## src/rtl/ctf_pkg.sv

```systemverilog
// Purpose: Shared constants and types for the fault threshold bank
// Assumes: 100 MHz system clock
// Notes:   Command codes are the PMBus command bytes
package ctf_pkg;

  // ************************************************************
  // Command codes
  // ************************************************************
  localparam logic [7:0] CMD_CLEAR  = 8'h03;
  localparam logic [7:0] CMD_OC_LIM = 8'h46;
  localparam logic [7:0] CMD_UC_LIM = 8'h4B;
  localparam logic [7:0] CMD_OT_LIM = 8'h4F;
  localparam logic [7:0] CMD_OT_ACT = 8'h50;
  localparam logic [7:0] CMD_STATUS = 8'h7D;

  // ************************************************************
  // Reset values and fields
  // ************************************************************
  localparam logic [15:0] OC_LIM_RST  = 16'h0000;
  localparam logic [15:0] UC_LIM_RST  = 16'h0000;
  localparam logic [15:0] OT_LIM_RST  = 16'h0000;
  localparam logic [7:0]  OT_ACT_RST  = 8'h00;
  localparam int          RESP_LO     = 6;
  localparam int          RCNT_LO     = 3;
  localparam int          RTIME_LO    = 0;
  localparam logic [1:0]  RESP_RETRY  = 2'h2;
  localparam logic [1:0]  RESP_LATCH  = 2'h3;
  localparam logic [2:0]  RCNT_FOREVER = 3'h7;
  localparam int          STAT_OC     = 0;
  localparam int          STAT_UC     = 1;
  localparam int          STAT_OT     = 2;

  // ************************************************************
  // Timing
  // ************************************************************
  localparam int CLK_PERIOD_NS = 10;
  localparam int MS_NS         = 1000000;
  localparam int MS_CYCLES     = MS_NS / CLK_PERIOD_NS;
  localparam int RETRY_STEP_MS = 35;

  // ************************************************************
  // State types
  // ************************************************************
  typedef enum logic [2:0] {BUS_IDLE, BUS_ADDR, BUS_CMD, BUS_WR, BUS_RD} ctf_bus_e;
  typedef enum logic [1:0] {PW_OFF, PW_RUN, PW_WAIT, PW_LATCH} ctf_pwr_e;

endpackage : ctf_pkg

```

## src/rtl/ctf_fault_bank.sv

```systemverilog
// Purpose: PMBus current and temperature fault threshold bank
// Assumes: Sense inputs are linear-format words on clk_sys
// Notes:   SCL and SDA are oversampled by clk_sys
//
// Summary of operation
// - Retry delay is (field+1) x 35 ms
// - Retry field all ones retries forever
// - Over-current limit checked per phase
// - Under-current limit checked per phase
// - Over-temperature limit declares the fault
// - Every fault pulls alert, sets status
// - Response 10 disables output then retries
// - Retry field sets the restart attempt count
// - Retry field zero latches output off
// - Byte action register, word threshold registers
`timescale 1ns/10ps
module ctf_fault_bank
  import ctf_pkg::*;
#(
  parameter logic [6:0] DEV_ADDR = 7'h40,
  parameter int         MS_COUNT = MS_CYCLES
)(
  // Clock and reset
  input  wire logic        clk_sys,
  input  wire logic        rst,
  // PMBus pins
  input  wire logic        scl,
  input  wire logic        sdaIn,
  output logic             sdaOut,
  output logic             sdaOe,
  input  wire logic        busAlertLineIn,
  output logic             busAlertLineOut,
  output logic             busAlertLineOe,
  // Sensing
  input  wire logic [15:0] phaseCurrentA,
  input  wire logic [15:0] phaseCurrentB,
  input  wire logic [15:0] temperature,
  // Power stage control
  input  wire logic        enableRequest,
  output logic             powerOn,
  output logic [2:0]       faultFlags
);

  // ************************************************************
  // Functions
  // ************************************************************
  // Linear word to fixed point scaled by 2^16; exponent+16 is MSB flip
  function automatic logic signed [47:0] linToFix(input logic [15:0] v);
    logic signed [47:0] m;
    m = {{37{v[10]}}, v[10:0]};
    return m <<< {~v[15], v[14:11]};
  endfunction : linToFix

  function automatic logic isWordCmd(input logic [7:0] c);
    return (c == CMD_OC_LIM) || (c == CMD_UC_LIM) || (c == CMD_OT_LIM);
  endfunction : isWordCmd

  // ************************************************************
  // Declarations
  // ************************************************************
  ctf_bus_e   busSt, next_busSt;
  ctf_pwr_e   pwrSt, next_pwrSt;
  logic [3:0]  bitCnt, next_bitCnt;
  logic        ackPh, next_ackPh;
  logic        sdaDrv, next_sdaDrv;
  logic [7:0]  shReg, next_shReg;
  logic [7:0]  txByte, next_txByte;
  logic [7:0]  cmd, next_cmd;
  logic        byteIdx, next_byteIdx;
  logic [7:0]  loByte, next_loByte;
  logic        clrPulse, next_clrPulse;
  logic [15:0] ocLim, next_ocLim;
  logic [15:0] ucLim, next_ucLim;
  logic [15:0] otLim, next_otLim;
  logic [7:0]  otAct, next_otAct;
  logic [2:0]  next_faultFlags;
  logic        inRetry, next_inRetry;
  logic [2:0]  retriesLeft, next_retriesLeft;
  logic        tmStart, next_tmStart;
  logic        next_powerOn;
  logic [1:0]  pinLvl, pinRise, pinFall;
  logic        sclRise, sclFall, sdaS, startCond, stopCond;
  logic [15:0] rdWord;
  logic        ocCond, ucCond, otCond, tmDone;
  logic [2:0]  cntF, avail;

  // ************************************************************
  // Pin conditioning and retry timer
  // ************************************************************
  ctf_pin_sync #(.W(2)) uSync (
    .clk_sys (clk_sys),
    .rst     (rst),
    .pinIn   ({scl, sdaIn}),
    .level   (pinLvl),
    .rise    (pinRise),
    .fall    (pinFall)
  );

  ctf_retry_timer #(.MS_COUNT(MS_COUNT)) uTimer (
    .clk_sys   (clk_sys),
    .rst       (rst),
    .start     (tmStart),
    .retryTime (otAct[RTIME_LO +: 3]),
    .done      (tmDone)
  );

  // Bus conditions; SCL high while SDA moves marks start or stop
  assign sclRise   = pinRise[1];
  assign sclFall   = pinFall[1];
  assign sdaS      = pinLvl[0];
  assign startCond = pinLvl[1] && pinFall[0];
  assign stopCond  = pinLvl[1] && pinRise[0];

  // Open-drain pins only ever pull low
  assign sdaOut          = 1'b0;
  assign sdaOe           = sdaDrv;
  assign busAlertLineOut = 1'b0;
  assign busAlertLineOe  = |faultFlags;

  // ************************************************************
  // Fault detection
  // ************************************************************
  // Each phase compared alone, so either phase past the setting trips
  assign ocCond = (linToFix(phaseCurrentA) > linToFix(ocLim)) ||
                  (linToFix(phaseCurrentB) > linToFix(ocLim));
  assign ucCond = (linToFix(phaseCurrentA) < linToFix(ucLim)) ||
                  (linToFix(phaseCurrentB) < linToFix(ucLim));
  assign otCond = linToFix(temperature) > linToFix(otLim);

  // ************************************************************
  // Read data selection
  // ************************************************************
  always_comb
  begin
    unique case (cmd)
      CMD_OC_LIM: rdWord = ocLim;
      CMD_UC_LIM: rdWord = ucLim;
      CMD_OT_LIM: rdWord = otLim;
      CMD_OT_ACT: rdWord = {otAct, otAct};
      CMD_STATUS: rdWord = {5'h00, faultFlags, 5'h00, faultFlags};
      default:    rdWord = 16'hFFFF;
    endcase
  end

  // ************************************************************
  // PMBus slave engine
  // ************************************************************
  // Decisions are made at the SCL fall that opens each ack slot
  always_comb
  begin
    next_busSt    = busSt;
    next_bitCnt   = bitCnt;
    next_ackPh    = ackPh;
    next_sdaDrv   = sdaDrv;
    next_shReg    = shReg;
    next_txByte   = txByte;
    next_cmd      = cmd;
    next_byteIdx  = byteIdx;
    next_loByte   = loByte;
    next_clrPulse = 1'b0;
    next_ocLim    = ocLim;
    next_ucLim    = ucLim;
    next_otLim    = otLim;
    next_otAct    = otAct;
    if (startCond)
    begin
      next_busSt  = BUS_ADDR;
      next_bitCnt = 4'h0;
      next_ackPh  = 1'b0;
      next_sdaDrv = 1'b0;
    end
    else if (stopCond)
    begin
      next_busSt  = BUS_IDLE;
      next_sdaDrv = 1'b0;
    end
    else if (busSt == BUS_RD)
    begin
      if (!ackPh)
      begin
        if (sclRise)
          next_bitCnt = bitCnt + 4'h1;
        if (sclFall && bitCnt == 4'h8)
        begin
          next_ackPh  = 1'b1;
          next_sdaDrv = 1'b0;
        end
        else if (sclFall)
        begin
          next_txByte = {txByte[6:0], 1'b0};
          next_sdaDrv = !txByte[6];
        end
      end
      else
      begin
        // Master NACK ends the read; wait for stop released
        if (sclRise && sdaS)
          next_busSt = BUS_IDLE;
        if (sclFall)
        begin
          next_ackPh   = 1'b0;
          next_bitCnt  = 4'h0;
          next_byteIdx = 1'b1;
          next_txByte  = rdWord[15:8];
          next_sdaDrv  = !rdWord[15];
        end
      end
    end
    else if (busSt != BUS_IDLE)
    begin
      if (!ackPh)
      begin
        if (sclRise && bitCnt != 4'h8)
        begin
          next_shReg  = {shReg[6:0], sdaS};
          next_bitCnt = bitCnt + 4'h1;
        end
        if (sclFall && bitCnt == 4'h8)
        begin
          next_ackPh = 1'b1;
          unique case (busSt)
            BUS_ADDR: next_sdaDrv = (shReg[7:1] == DEV_ADDR);
            BUS_CMD:
            begin
              next_cmd      = shReg;
              next_byteIdx  = 1'b0;
              next_sdaDrv   = isWordCmd(shReg) || shReg == CMD_OT_ACT ||
                              shReg == CMD_STATUS || shReg == CMD_CLEAR;
              next_clrPulse = (shReg == CMD_CLEAR);
            end
            default:
            begin
              if (!byteIdx)
              begin
                next_loByte = shReg;
                next_sdaDrv = isWordCmd(cmd) || cmd == CMD_OT_ACT;
                if (cmd == CMD_OT_ACT)
                  next_otAct = shReg;
              end
              else
              begin
                next_sdaDrv = isWordCmd(cmd);
                if (cmd == CMD_OC_LIM)
                  next_ocLim = {shReg, loByte};
                if (cmd == CMD_UC_LIM)
                  next_ucLim = {shReg, loByte};
                if (cmd == CMD_OT_LIM)
                  next_otLim = {shReg, loByte};
              end
            end
          endcase
        end
      end
      else if (sclFall)
      begin
        next_ackPh  = 1'b0;
        next_bitCnt = 4'h0;
        next_sdaDrv = 1'b0;
        if (!sdaDrv)
          next_busSt = BUS_IDLE;
        else if (busSt == BUS_ADDR && shReg[0])
        begin
          next_busSt   = BUS_RD;
          next_byteIdx = 1'b0;
          next_txByte  = rdWord[7:0];
          next_sdaDrv  = !rdWord[7];
        end
        else if (busSt == BUS_ADDR)
          next_busSt = BUS_CMD;
        else if (busSt == BUS_CMD)
          next_busSt = BUS_WR;
        else
          next_byteIdx = 1'b1;
      end
    end
  end

  always_ff @(posedge clk_sys)
  begin
    if (rst)
    begin
      busSt    <= BUS_IDLE;
      bitCnt   <= 4'h0;
      ackPh    <= 1'b0;
      sdaDrv   <= 1'b0;
      shReg    <= 8'h00;
      txByte   <= 8'h00;
      cmd      <= 8'h00;
      byteIdx  <= 1'b0;
      loByte   <= 8'h00;
      clrPulse <= 1'b0;
      ocLim    <= OC_LIM_RST;
      ucLim    <= UC_LIM_RST;
      otLim    <= OT_LIM_RST;
      otAct    <= OT_ACT_RST;
    end
    else
    begin
      busSt    <= next_busSt;
      bitCnt   <= next_bitCnt;
      ackPh    <= next_ackPh;
      sdaDrv   <= next_sdaDrv;
      shReg    <= next_shReg;
      txByte   <= next_txByte;
      cmd      <= next_cmd;
      byteIdx  <= next_byteIdx;
      loByte   <= next_loByte;
      clrPulse <= next_clrPulse;
      ocLim    <= next_ocLim;
      ucLim    <= next_ucLim;
      otLim    <= next_otLim;
      otAct    <= next_otAct;
    end
  end

  // ************************************************************
  // Status flags and power sequencing
  // ************************************************************
  assign cntF  = otAct[RCNT_LO +: 3];
  assign avail = inRetry ? retriesLeft : cntF;

  // Flags stay set while a condition persists, so a set beats a clear
  always_comb
  begin
    next_faultFlags           = clrPulse ? 3'h0 : faultFlags;
    next_faultFlags[STAT_OC]  = next_faultFlags[STAT_OC] | ocCond;
    next_faultFlags[STAT_UC]  = next_faultFlags[STAT_UC] | ucCond;
    next_faultFlags[STAT_OT]  = next_faultFlags[STAT_OT] | otCond;
    next_pwrSt       = pwrSt;
    next_inRetry     = inRetry;
    next_retriesLeft = retriesLeft;
    next_tmStart     = 1'b0;
    unique case (pwrSt)
      PW_OFF:
      begin
        next_inRetry = 1'b0;
        if (enableRequest)
          next_pwrSt = PW_RUN;
      end
      PW_RUN:
      begin
        if (!enableRequest)
          next_pwrSt = PW_OFF;
        else if (otCond && otAct[RESP_LO +: 2] == RESP_RETRY)
        begin
          if (cntF == RCNT_FOREVER)
          begin
            next_pwrSt   = PW_WAIT;
            next_tmStart = 1'b1;
          end
          else if (avail == 3'h0)
            next_pwrSt = PW_LATCH;
          else
          begin
            next_retriesLeft = avail;
            next_pwrSt       = PW_WAIT;
            next_tmStart     = 1'b1;
          end
        end
        else if (otCond && otAct[RESP_LO +: 2] == RESP_LATCH)
          next_pwrSt = PW_LATCH;
        else if (!otCond)
          next_inRetry = 1'b0;
      end
      PW_WAIT:
      begin
        if (!enableRequest)
          next_pwrSt = PW_OFF;
        else if (tmDone)
        begin
          next_pwrSt   = PW_RUN;
          next_inRetry = 1'b1;
          if (cntF != RCNT_FOREVER)
            next_retriesLeft = retriesLeft - 3'h1;
        end
      end
      PW_LATCH:
      begin
        if (!enableRequest)
          next_pwrSt = PW_OFF;
        else if (clrPulse && !otCond)
        begin
          next_pwrSt   = PW_RUN;
          next_inRetry = 1'b0;
        end
      end
    endcase
    next_powerOn = (next_pwrSt == PW_RUN);
  end

  always_ff @(posedge clk_sys)
  begin
    if (rst)
    begin
      faultFlags  <= 3'h0;
      pwrSt       <= PW_OFF;
      inRetry     <= 1'b0;
      retriesLeft <= 3'h0;
      tmStart     <= 1'b0;
      powerOn     <= 1'b0;
    end
    else
    begin
      faultFlags  <= next_faultFlags;
      pwrSt       <= next_pwrSt;
      inRetry     <= next_inRetry;
      retriesLeft <= next_retriesLeft;
      tmStart     <= next_tmStart;
      powerOn     <= next_powerOn;
    end
  end

endmodule : ctf_fault_bank

```

## src/rtl/ctf_pin_sync.sv

```systemverilog
// Purpose: Two-flop synchroniser with edge detection
// Assumes: Inputs asynchronous to clk_sys
// Notes:   Edges come from the second and third flops only
`timescale 1ns/10ps
module ctf_pin_sync
  import ctf_pkg::*;
#(
  parameter int W = 2
)(
  // Clock and reset
  input  wire logic         clk_sys,
  input  wire logic         rst,
  // Pins and conditioned copies
  input  wire logic [W-1:0] pinIn,
  output logic      [W-1:0] level,
  output logic      [W-1:0] rise,
  output logic      [W-1:0] fall
);

  logic [W-1:0] stage1;
  logic [W-1:0] stage2;
  logic [W-1:0] stage3;
  logic [W-1:0] next_stage1;
  logic [W-1:0] next_stage2;
  logic [W-1:0] next_stage3;

  // Shift chain; released bus lines idle high
  always_comb
  begin
    next_stage1 = pinIn;
    next_stage2 = stage1;
    next_stage3 = stage2;
  end

  always_ff @(posedge clk_sys)
  begin
    if (rst)
    begin
      stage1 <= '1;
      stage2 <= '1;
      stage3 <= '1;
    end
    else
    begin
      stage1 <= next_stage1;
      stage2 <= next_stage2;
      stage3 <= next_stage3;
    end
  end

  assign level = stage2;
  assign rise  = stage2 & ~stage3;
  assign fall  = ~stage2 & stage3;

endmodule : ctf_pin_sync

```

## src/rtl/ctf_retry_timer.sv

```systemverilog
// Purpose: Restart delay of (field + 1) x 35 ms
// Assumes: start is a one-cycle pulse
// Notes:   A new start restarts the count
`timescale 1ns/10ps
module ctf_retry_timer
  import ctf_pkg::*;
#(
  parameter int MS_COUNT = MS_CYCLES
)(
  // Clock and reset
  input  wire logic       clk_sys,
  input  wire logic       rst,
  // Control
  input  wire logic       start,
  input  wire logic [2:0] retryTime,
  output logic            done
);

  localparam int PW = $clog2(MS_COUNT + 1);

  logic          running;
  logic [PW-1:0] preCnt;
  logic [8:0]    msCnt;
  logic [8:0]    target;
  logic          next_running;
  logic [PW-1:0] next_preCnt;
  logic [8:0]    next_msCnt;
  logic          next_done;

  // Last millisecond index of the selected delay
  assign target = 9'(({6'h00, retryTime} + 9'h001) * 9'(RETRY_STEP_MS) - 9'h001);

  // Millisecond prescaler and millisecond count
  always_comb
  begin
    next_running = running;
    next_preCnt  = preCnt;
    next_msCnt   = msCnt;
    next_done    = 1'b0;
    if (start)
    begin
      next_running = 1'b1;
      next_preCnt  = '0;
      next_msCnt   = '0;
    end
    else if (running)
    begin
      if (preCnt == PW'(MS_COUNT - 1))
      begin
        next_preCnt = '0;
        if (msCnt == target)
        begin
          next_running = 1'b0;
          next_done    = 1'b1;
        end
        else
        begin
          next_msCnt = msCnt + 9'h001;
        end
      end
      else
      begin
        next_preCnt = preCnt + PW'(1);
      end
    end
  end

  always_ff @(posedge clk_sys)
  begin
    if (rst)
    begin
      running <= 1'b0;
      preCnt  <= '0;
      msCnt   <= '0;
      done    <= 1'b0;
    end
    else
    begin
      running <= next_running;
      preCnt  <= next_preCnt;
      msCnt   <= next_msCnt;
      done    <= next_done;
    end
  end

endmodule : ctf_retry_timer

```

## config.mk

```make
export PLATFORM = sky130hd
export DESIGN_NAME = ctf_fault_bank
export DESIGN_NICKNAME = d
export VERILOG_FILES = /design/src/rtl/ctf_pkg.sv /design/src/rtl/ctf_fault_bank.sv /design/src/rtl/ctf_pin_sync.sv /design/src/rtl/ctf_retry_timer.sv
export SDC_FILE = /design/constraint.sdc
export NUM_CORES = 1
export LEC_CHECK = 0
export ABC_AREA = 0
export CAP_MARGIN = 20
export CELL_PAD_IN_SITES_DETAIL_PLACEMENT = 2
export CELL_PAD_IN_SITES_GLOBAL_PLACEMENT = 2
export CORE_MARGIN = 2
export CORE_UTILIZATION = 40
export CTS_BUF_LIST = sky130_fd_sc_hd__clkbuf_4
export CTS_CLUSTER_DIAMETER = 60
export DETAILED_ROUTE_END_ITERATION = 8
export DONT_BUFFER_PORTS = 1
export GPL_TIMING_DRIVEN = 0
export PLACE_DENSITY_LB_ADDON = 0.1
export SETUP_SLACK_MARGIN = 0.3
export SLEW_MARGIN = 0
export SYNTH_ARGS = -nofsm -noshare
export SYNTH_HDL_FRONTEND = slang
export SYNTH_HIERARCHICAL = 1
export SYNTH_SLANG_ARGS = --single-unit
```

## constraint.sdc

```tcl
create_clock -name clk_sys -period 4.7 [get_ports clk_sys]
set_input_delay 0.235 -clock clk_sys [delete_from_list [all_inputs] [get_ports clk_sys]]
set_output_delay 0.235 -clock clk_sys [all_outputs]
set_load 0.005 [all_outputs]
```

* Yosys cells after proc, flatten, opt, wreduce, memory -nomap -nowiden
Cells that the tools add are included.
Storage, ports and cells: flip-flop bits (word level) 143, word-level logic and storage cells 291, input port bits 54, output and inout bits 8
Operators by class: shift operators 6, multiply operators 1, reductions and logical operators 61, add/sub/neg operators 6, eq/ne operators 58, mux-type cells 98, magnitude comparators 5, bitwise gates (word level) 28
Operator list (number):
- $sshl 11x5->48 | 6
- $gt 48x48->1 | 3
- $lt 48x48->1 | 2
- $eq 8x7->1 const B | 10
- $pmux 16 s5 | 1
- $mux 7 | 10
- $mux 3 | 19
- $mux 1 | 48
- $reduce_and 9->1 | 4
- $reduce_and 8->1 | 4
- $ne 2x2->1 const B | 15
- $mux 4 | 7
- $not 1->1 | 21
- $reduce_and 6->1 | 3
- $add 17x1->17 const B | 1
- $eq 17x17->1 const B | 1
- $mux 17 | 1
- $mux 2 | 8
- $ne 4x4->1 const B | 4
- $ne 3x3->1 const B | 5
- $reduce_bool 2->1 | 6
- $reduce_and 11->1 | 1
- $logic_or 1x1->1 | 10
- $add 9x1->9 const B | 1
- 42 further kinds | 72

* Depth between registers and ports, before layout
Gate-level depths: netlist of the first run.
word-level depth 11, gate-level depth with buffers 19, gate-level depth less buffers 17

* Hierarchy
The synthesis of the first run kept the hierarchy.
Modules (own cells, without submodules):
- ctf_fault_bank | area an instance 15290.9 um^2, seq. area each 2182.1 um^2, cells an instance 2140, times used 1
- ctf_retry_timer | area an instance 1863.0 um^2, seq. area each 560.5 um^2, cells an instance 220, times used 1
- ctf_pin_sync | area an instance 182.7 um^2, seq. area each 120.1 um^2, cells an instance 16, times used 1

* Worst setup path before layout of the first run
No wires, ideal clock.
path type reg-to-reg, start reg otLim[12], end reg retriesLeft[1], setup time 95 ps, arrival 3464 ps, buffers on the path 1, clock period less this slack 3560 ps, required time 4605 ps, setup slack 1140 ps, stages on the path, launching flop included 18, cell sequence dfxtp_1 clkbuf_1 mux2_2 nor2_1 a21oi_1 nand2_1 o21ai_0 mux2i_1 or2_2 ha_1 a211oi_1 o21ai_0 o2111ai_1 nand3_1 a2111oi_2 a221oi_4 a31o_2 a221oi_1
Between the ends: word-level cells in the longest chain between the ends 5
Ends and longest elaborated chain:
- from (decl) | RTL line ctf_fault_bank.sv:74 | logic [15:0] otLim, next_otLim;
- from (signal assigned) | RTL line ctf_fault_bank.sv:311 | otLim <= next_otLim;
- $sshl 11x5->48 | RTL line ctf_fault_bank.sv:51 | return m <<< {~v[15], v[14:11]};
- $gt 48x48->1 | RTL line ctf_fault_bank.sv:128 | assign otCond = linToFix(temperature) > linToFix(otLim);
- $logic_and 1x1->1 | RTL line ctf_fault_bank.sv:344 | else if (otCond && otAct[RESP_LO +: 2] == RESP_RETRY)
- $ne 2x2->1 (no line)
- $reduce_and 8->1 (no line)
- to (signal assigned) | RTL line ctf_fault_bank.sv:407 | retriesLeft <= next_retriesLeft;
- to (decl) | RTL line ctf_fault_bank.sv:78 | logic [2:0] retriesLeft, next_retriesLeft;
No other way between the ends. A chain may end at the register's enable or synchronous reset.

* Worst setup path in the final report of the first run
start reg ocLim[9], end reg faultFlags[0]
Between the ends: word-level cells in the longest chain between the ends 4, elaborated cells on any way between the ends 5, classes of those cells order compare (2); shift (1); bitwise (1); reduce/logical (1)
Ends and longest elaborated chain:
- from (decl) | RTL line ctf_fault_bank.sv:72 | logic [15:0] ocLim, next_ocLim;
- from (signal assigned) | RTL line ctf_fault_bank.sv:309 | ocLim <= next_ocLim;
- $sshl 11x5->48 (*) | RTL line ctf_fault_bank.sv:51
- $gt 48x48->1, on equally long branches | RTL line ctf_fault_bank.sv:124, ctf_fault_bank.sv:125
- $logic_or 1x1->1 (*) | RTL line ctf_fault_bank.sv:124 | assign ocCond = (linToFix(phaseCurrentA) > linToFix(ocLim)) ||
- $or 1x1->1 (*) | RTL line ctf_fault_bank.sv:326 | next_faultFlags[STAT_OC] = next_faultFlags[STAT_OC] | ocCond;
- to (signal assigned) | RTL line ctf_fault_bank.sv:404 | faultFlags <= next_faultFlags;
- to (decl) | RTL line ctf_fault_bank.sv:41 | output logic [2:0] faultFlags
Every way passes the cells marked *; elsewhere a longest branch is shown, timed or not.

==> metrics.txt, run 1 <==
GRT Total Usage 33.73%; Final WS setup 0.2835 ns; Post-Layout Cell Count 3008; hold_sp phaseCurrentB[10]; status finished clean; Fin. Hold Viols 0; Final Max Tran Viols 0; Peak VDD IR 0.0001494 V; max-cap violations 0; Clock Latency Late Sink 0.62 ns; clock buffer count from CTS 17; Final Net Count 2693; Avg Cell Area, Syn 7.297 um2; Max Freq 226.4 MHz; WP data required 5.16 ns; max_slew headroom 15.61%; share of layout cells above drive strength 1 6.730%; setup TNS 0 ns; die span in y 212.2 um; CTS H-Tree Depth 4; die width 212.2 um; CP arrival 4.88 ns; Most used DFF post-synth dfxtp_1; DR DRC count 0; Worst setup EP type flop; Worst-path clk slew 0.15 ns; port buffer count 0; reg2reg start ocLim[9]; GP Congestion 1.009; Clock Sinks 143; sequential fraction of the synthesis area 16.51%; Setup CP Type flop to flop; Routed WL 76520 um; pre-CTS WS -0.4451 ns; most used cell, CP o21ai_0; worst slew pin tran 1.253 ns; Leakage Power 7.050 nW; Hold Path Class input pin to flop; largest net degree at the start of global routing 17; first-pass GRT wire length 116900 um; async set-or-reset flop fraction in the synthesized netlist 0%; fillcell total 5162; initial drt markers 1336; slowest cell on the critical path o21ai_0; CTS tree built; full die area 45020 um2; antenna violations before repair 2; clk_skew 0.03259 ns; crit path cell chain mux2_2, o21ai_0, o21ai_0, mux2i_1, o21a_1, ha_1, a21o_1, a21o_1, a21oi_1, nor2_1, a2111oi_0, o21ai_0, nor4b_4, o221ai_1; Ys Warns 6; Overflow after GRT 0; period utilization 93.97%; Cell variety after synth 86; Mapped Cells 2376; # rows 76; CP max FO 6; Hold Path Depth 4; Setup Viol. Count Final 0; Max clock buf depth 2; starting density of the core 40.42%; register bit total from synthesis 143; total area of sequential cells 2864 um2; unrepaired setup endpoints after global routing true; number of global-route vias before repair 19860; Layout area overhead 7.672%; placed cells 2963; DR pass1 iterations 6; per-cell routed wire length 25.44 um; post-synthesis cell area 17340 um2; Crit. Startpoint ocLim[9]; dpl hpwl 62370 um; I/O pin count 62; Root Buffer clkbuf_4; fin crit period 4.417 ns; crit start category flop; P per Cell Area 165.4 nW/um2; CORE AREA 42890 um2; antenna-violating nets left 0; area of the multi-input gates 13800 um2; Register-to-Register Path Depth 14; slowest stage delay, CP 0.52 ns; EDFF count, synth 0; Vias 18680; post-DR vias/cell 6.211
## flip-flops by register name, summed over array words and instances (netlist names), 2 cells and up
signal             cells
bitCnt                 4
busSt                  3
faultFlags             3
uSync/level            2
ocLim                 16
shReg                  8
uTimer/msCnt           9
retriesLeft            3
uSync/stage3           2
uSync/next_stage2      2
pwrSt                  2
otLim                 16
otAct                  8
loByte                 8
uTimer/preCnt         17
txByte                 7
cmd                    8
ucLim                 16
## layer usage
layer,vias up,wire (um),global-route usage [%]
met1,9401,34360,43.29
met5,-,0,0
met4,0,2220,10.54
met3,134,3447,4.387
li1,8712,-,-
met2,436,36490,58.50
## synthesized netlist by cell type (43+ instances only)
cell type  number  area share [%]
a21o_1         60             2.6
a21oi_1       195             5.6
clkbuf_1      110             2.4
dfxtp_1       143              17
ha_1          229              17
inv_1          43            0.93
mux2i_1       180              10
nand2_1       283             6.1
nand4_1        53             1.9
nor2_1        297             6.4
o21ai_0       193             5.6
## power by group
group	internal (W)	switching, W
clock network	0.000346	0.000574
registers	0.00122	0.0000112
logic	0.000342	0.000594
## worst max-delay path: cells and delay by family, from the launching register on
| kind | cells | cell delay [ns] |
|---|---|---|
| and+or+nand+nor | 2 | 0.56 |
| muxes | 2 | 0.62 |
| AOI/OAI and AO/OA | 9 | 2.38 |
| adders and majority gates | 1 | 0.28 |
| DFF | 1 | 0.42 |
## cell usage in the layout, fill, tap and decap left out, types with 53 or more instances in the layout
master / count
nand2_1: 283
dfxtp_1: 142
a21oi_1: 193
o21ai_0: 185
mux2i_1: 179
nor2_1: 297
clkbuf_1: 90
ha_1: 229
nand4_1: 53
a21o_1: 60
## kinds of logic (layout without fill, tap and decap cells)
family                   count (synthesis)  count (layout)  share of synthesized area, %
AND/OR/NAND/NOR                        902             902                         24.66
AO/OA/AOI/OAI                          669             669                         23.95
adder cells (fa/ha/maj)                230             230                         16.64
multiplexers                           205             205                         12.02
buffers and inverters                  192             237                         4.475
flip-flops                             143             143                         16.51
XOR/XNOR                                34              34                         1.718
other                                    1               3                       0.02163
## stage by stage
stage / power, W / utilization (%) / hold slack [ns] / area [um2]
6_report: 0.003087 / 43.53 / 0.09693 / 18670
5_1_grt: 0.003247 / 43.53 / 0.1027 / 18670
4_1_cts: 0.003066 / 43.22 / 0.09655 / 18530
3_5_place_dp: 0.002148 / 42.17 / 0.3199 / 18080
3_3_place_gp: 0.002096 / 42.14 / 0.3191 / 18070
2_1_floorplan: 0.001864 / - / 0.3143 / 17340
## cell type report
cell class,instances,share of cell area (%)
Antenna cell,1,0.01341
Multi-Input combinational cell,2042,73.94
Clock inverter,15,1.072
Tap cell,585,3.921
Buffer,144,3.405
Inverter,48,0.9920
Clock buffer,17,0.6837
Timing Repair Buffer,13,0.6301
Sequential cell,143,15.34
## timing repair
action                                  in CTS  in global routing
pin swaps                                    1                  5
resized for setup                           19                 55
endpoints found under the hold margin       16                  0
hold buffers                                 4                  0
endpoints found under the setup margin      11                 18
setup buffers                                4                  4
## path summary, 6_finish.rpt
check	end	slack [ns]
setup / recovery	faultFlags[0]	0.28
setup reg to reg	faultFlags[0]	0.28
hold / removal	faultFlags[1]	0.1
hold reg to reg	uSync/level[1]	0.45
Note: power is estimated with default switching activity, not from simulation.
==> inputs of run 2 (changes only) <==
Settings changed: RECOVER_POWER from default to 50.
==> run 2 against run 1 <==
Compared with the run above:
- setup slack better by 0.011 ns
- sequential power about the same
- final cell count unchanged
- power about the same
- non-clock buffer count unchanged
- design area down 0.26%
- clock-buffer cell count unchanged
- sequential share of layout area about the same
- utilization down 0.11 points
- flip-flop and latch count unchanged
- via count about the same
- critical endpoint unchanged
- largest power group unchanged
==> metrics.txt, run 2 (synthesis results as in run 1) <==
I/O pin count 62 (unchanged); P per Cell Area 165.8 nW/um2 (+0.28%); Leakage Power 7.014 nW (-0.51%); Vias 18700 (+0.086%); Layout area overhead 7.391%; share of layout cells above drive strength 1 6.276% (-0.45 points); FF-to-FF End faultFlags[0]; antenna violations before repair 2 (unchanged); Setup Viol. Count Final 0 (unchanged); flop2flop setup slack 0.29 ns (about the same); GRT Total Usage 33.73% (unchanged); slowest stage delay, CP 0.50 ns (-0.02 ns); initial drt markers 1240 (-7.2%); Overflow after GRT 0 (unchanged); GP Congestion 1.009 (unchanged); DR pass1 iterations 5 (-1); max_slew headroom 18.95% (+3.3 points); Register-to-Register Path Depth 15 (+1); DR DRC count 0 (unchanged); reg2reg start ocLim[13]; # rows 76 (unchanged); hold_sp rst; Max clock buf depth 2 (unchanged); CP arrival 4.87 ns (about the same); clock buffer count from CTS 17 (unchanged); die width 212.2 um (unchanged); Routed WL 76600 um (+0.11%); full die area 45020 um2 (unchanged); dpl hpwl 62370 um (unchanged); crit path cell chain clkbuf_1, inv_1, clkbuf_2, mux2i_1, a21oi_1, a21boi_1, ha_1, a21oi_1, a211oi_1, a2111oi_2, o31ai_1, a31oi_1, nand4_1, o21ai_1, o221ai_1; Root Buffer clkbuf_4; largest net degree at the start of global routing 17 (unchanged); fillcell total 5172 (+0.19%); Worst-path clk slew 0.16 ns (about the same); CP max FO 10 (+4); Biggest register uTimer/preCnt; first-pass GRT wire length 116900 um (unchanged); Post-Layout Cell Count 3008 (unchanged); Final Net Count 2693 (unchanged); max reg flops 17 (unchanged); fin crit period 4.406 ns (-0.01073 ns); post-DR vias/cell 6.216 (about the same); CTS H-Tree Depth 4 (unchanged); unrepaired setup endpoints after global routing true; CORE AREA 42890 um2 (unchanged); Max Freq 227.0 MHz (+0.24%); most used cell, CP a21oi_1; slowest cell on the critical path a2111oi_2; Peak VDD IR 0.0001508 V (+0.96%); antenna-violating nets left 0 (unchanged); number of global-route vias before repair 19860 (unchanged); clk_skew 0.03131 ns (-0.001274 ns); Hold Path Depth 3 (-1); WP data required 5.16 ns (about the same); placed cells 2963 (unchanged); Min Hold Slack 0.09710 ns (+0.0001683 ns); Final Max Tran Viols 0 (unchanged); Clock Sinks 143 (unchanged); Hold EP uTimer/msCnt[8]; Clock Latency Late Sink 0.62 ns (about the same); commonest non-fill, non-tap cell in the layout nor2_1; Worst setup EP type flop; Hold Path Class input pin to flop; die span in y 212.2 um (unchanged); period utilization 93.74% (-0.23 points); Setup CP Type flop to flop; status finished clean; Crit. Startpoint ocLim[13]; CTS tree built; max-cap violations 0 (unchanged); per-cell routed wire length 25.47 um (+0.11%); starting density of the core 40.42% (unchanged); Fin. Hold Viols 0 (unchanged); port buffer count 0 (unchanged); most frequent cells in the layout nor2_1 (298), nand2_1 (284), ha_1 (229), a21oi_1 (193), o21ai_0 (185); crit start category flop; worst slew pin tran 1.205 ns (-0.04799 ns)
-- run 2: worst max path at each step --
stage | slack (ns) | end
finish | 0.29 | faultFlags[0]
global route | 0.18 | faultFlags[0]
CTS | 0.17 | faultFlags[0]
detailed placement | -0.45 | faultFlags[0]
global placement | -0.39 | faultFlags[0]
floorplan | 1.14 | retriesLeft[1]
-- run 2: cell type report --
cell class | instances | area (um2) | share of cell area (%)
plain buffers | 144 | 621.8 | 3.340
clock buffers | 17 | 127.6 | 0.6855
inverters | 48 | 185.2 | 0.9946
clock inverters | 15 | 200.2 | 1.075
repair buffers | 13 | 117.6 | 0.6317
flip-flops and latches | 143 | 2864 | 15.38
diodes | 1 | 2.502 | 0.01344
well taps | 585 | 732.0 | 3.931
multi-input cells | 2042 | 13770 | 73.94
-- run 2: routing by layer --
layer  part of all wire [%]  GRT usage (%)  vias to the layer above
li1                       -              -                     8710
met1                     45          43.29                     9399
met2                     48          58.50                      462
met3                    4.5          4.387                      128
met4                    3.0          10.54                        0
met5                      0              0                        -
-- run 2: report_power, final --
group          internal, W  switching (W)  total (W)
registers          0.00122      0.0000111    0.00123
clock network     0.000346       0.000575   0.000921
logic             0.000342       0.000594   0.000936
total              0.00191        0.00118    0.00309
-- run 2: through the flow --
stage	area [um2]	worst slack [ns]	setup TNS (ns)	power [W]	utilization, %
finish	18620	0.2942	0	0.003087	43.41
global route	18620	0.1827	0	0.003247	43.41
CTS	18530	0.1741	0	0.003066	43.22
detailed placement	18080	-0.4451	-0.8602	0.002148	42.17
global placement	18070	-0.3886	-0.6287	0.002096	42.14
floorplan	17340	1.140	0	0.001864	-
-- run 2: timing repair --
action | in CTS | in global routing
hold buffers | 4 | 0
endpoints found under the hold margin | 16 | 0
setup endpoints to repair | 11 | 18
resized for setup | 19 | 55
pin swaps | 1 | 5
setup buffers | 4 | 4
-- run 2: critical path, delay by kind of cell, from the launching register on --
| kind | cells | cell delay (ns) |
|---|---|---|
| compound gates | 9 | 2.31 |
| fa+ha+maj | 1 | 0.34 |
| buf+inv | 3 | 0.82 |
| flops | 1 | 0.33 |
| mux | 1 | 0.29 |
| simple gates | 1 | 0.19 |
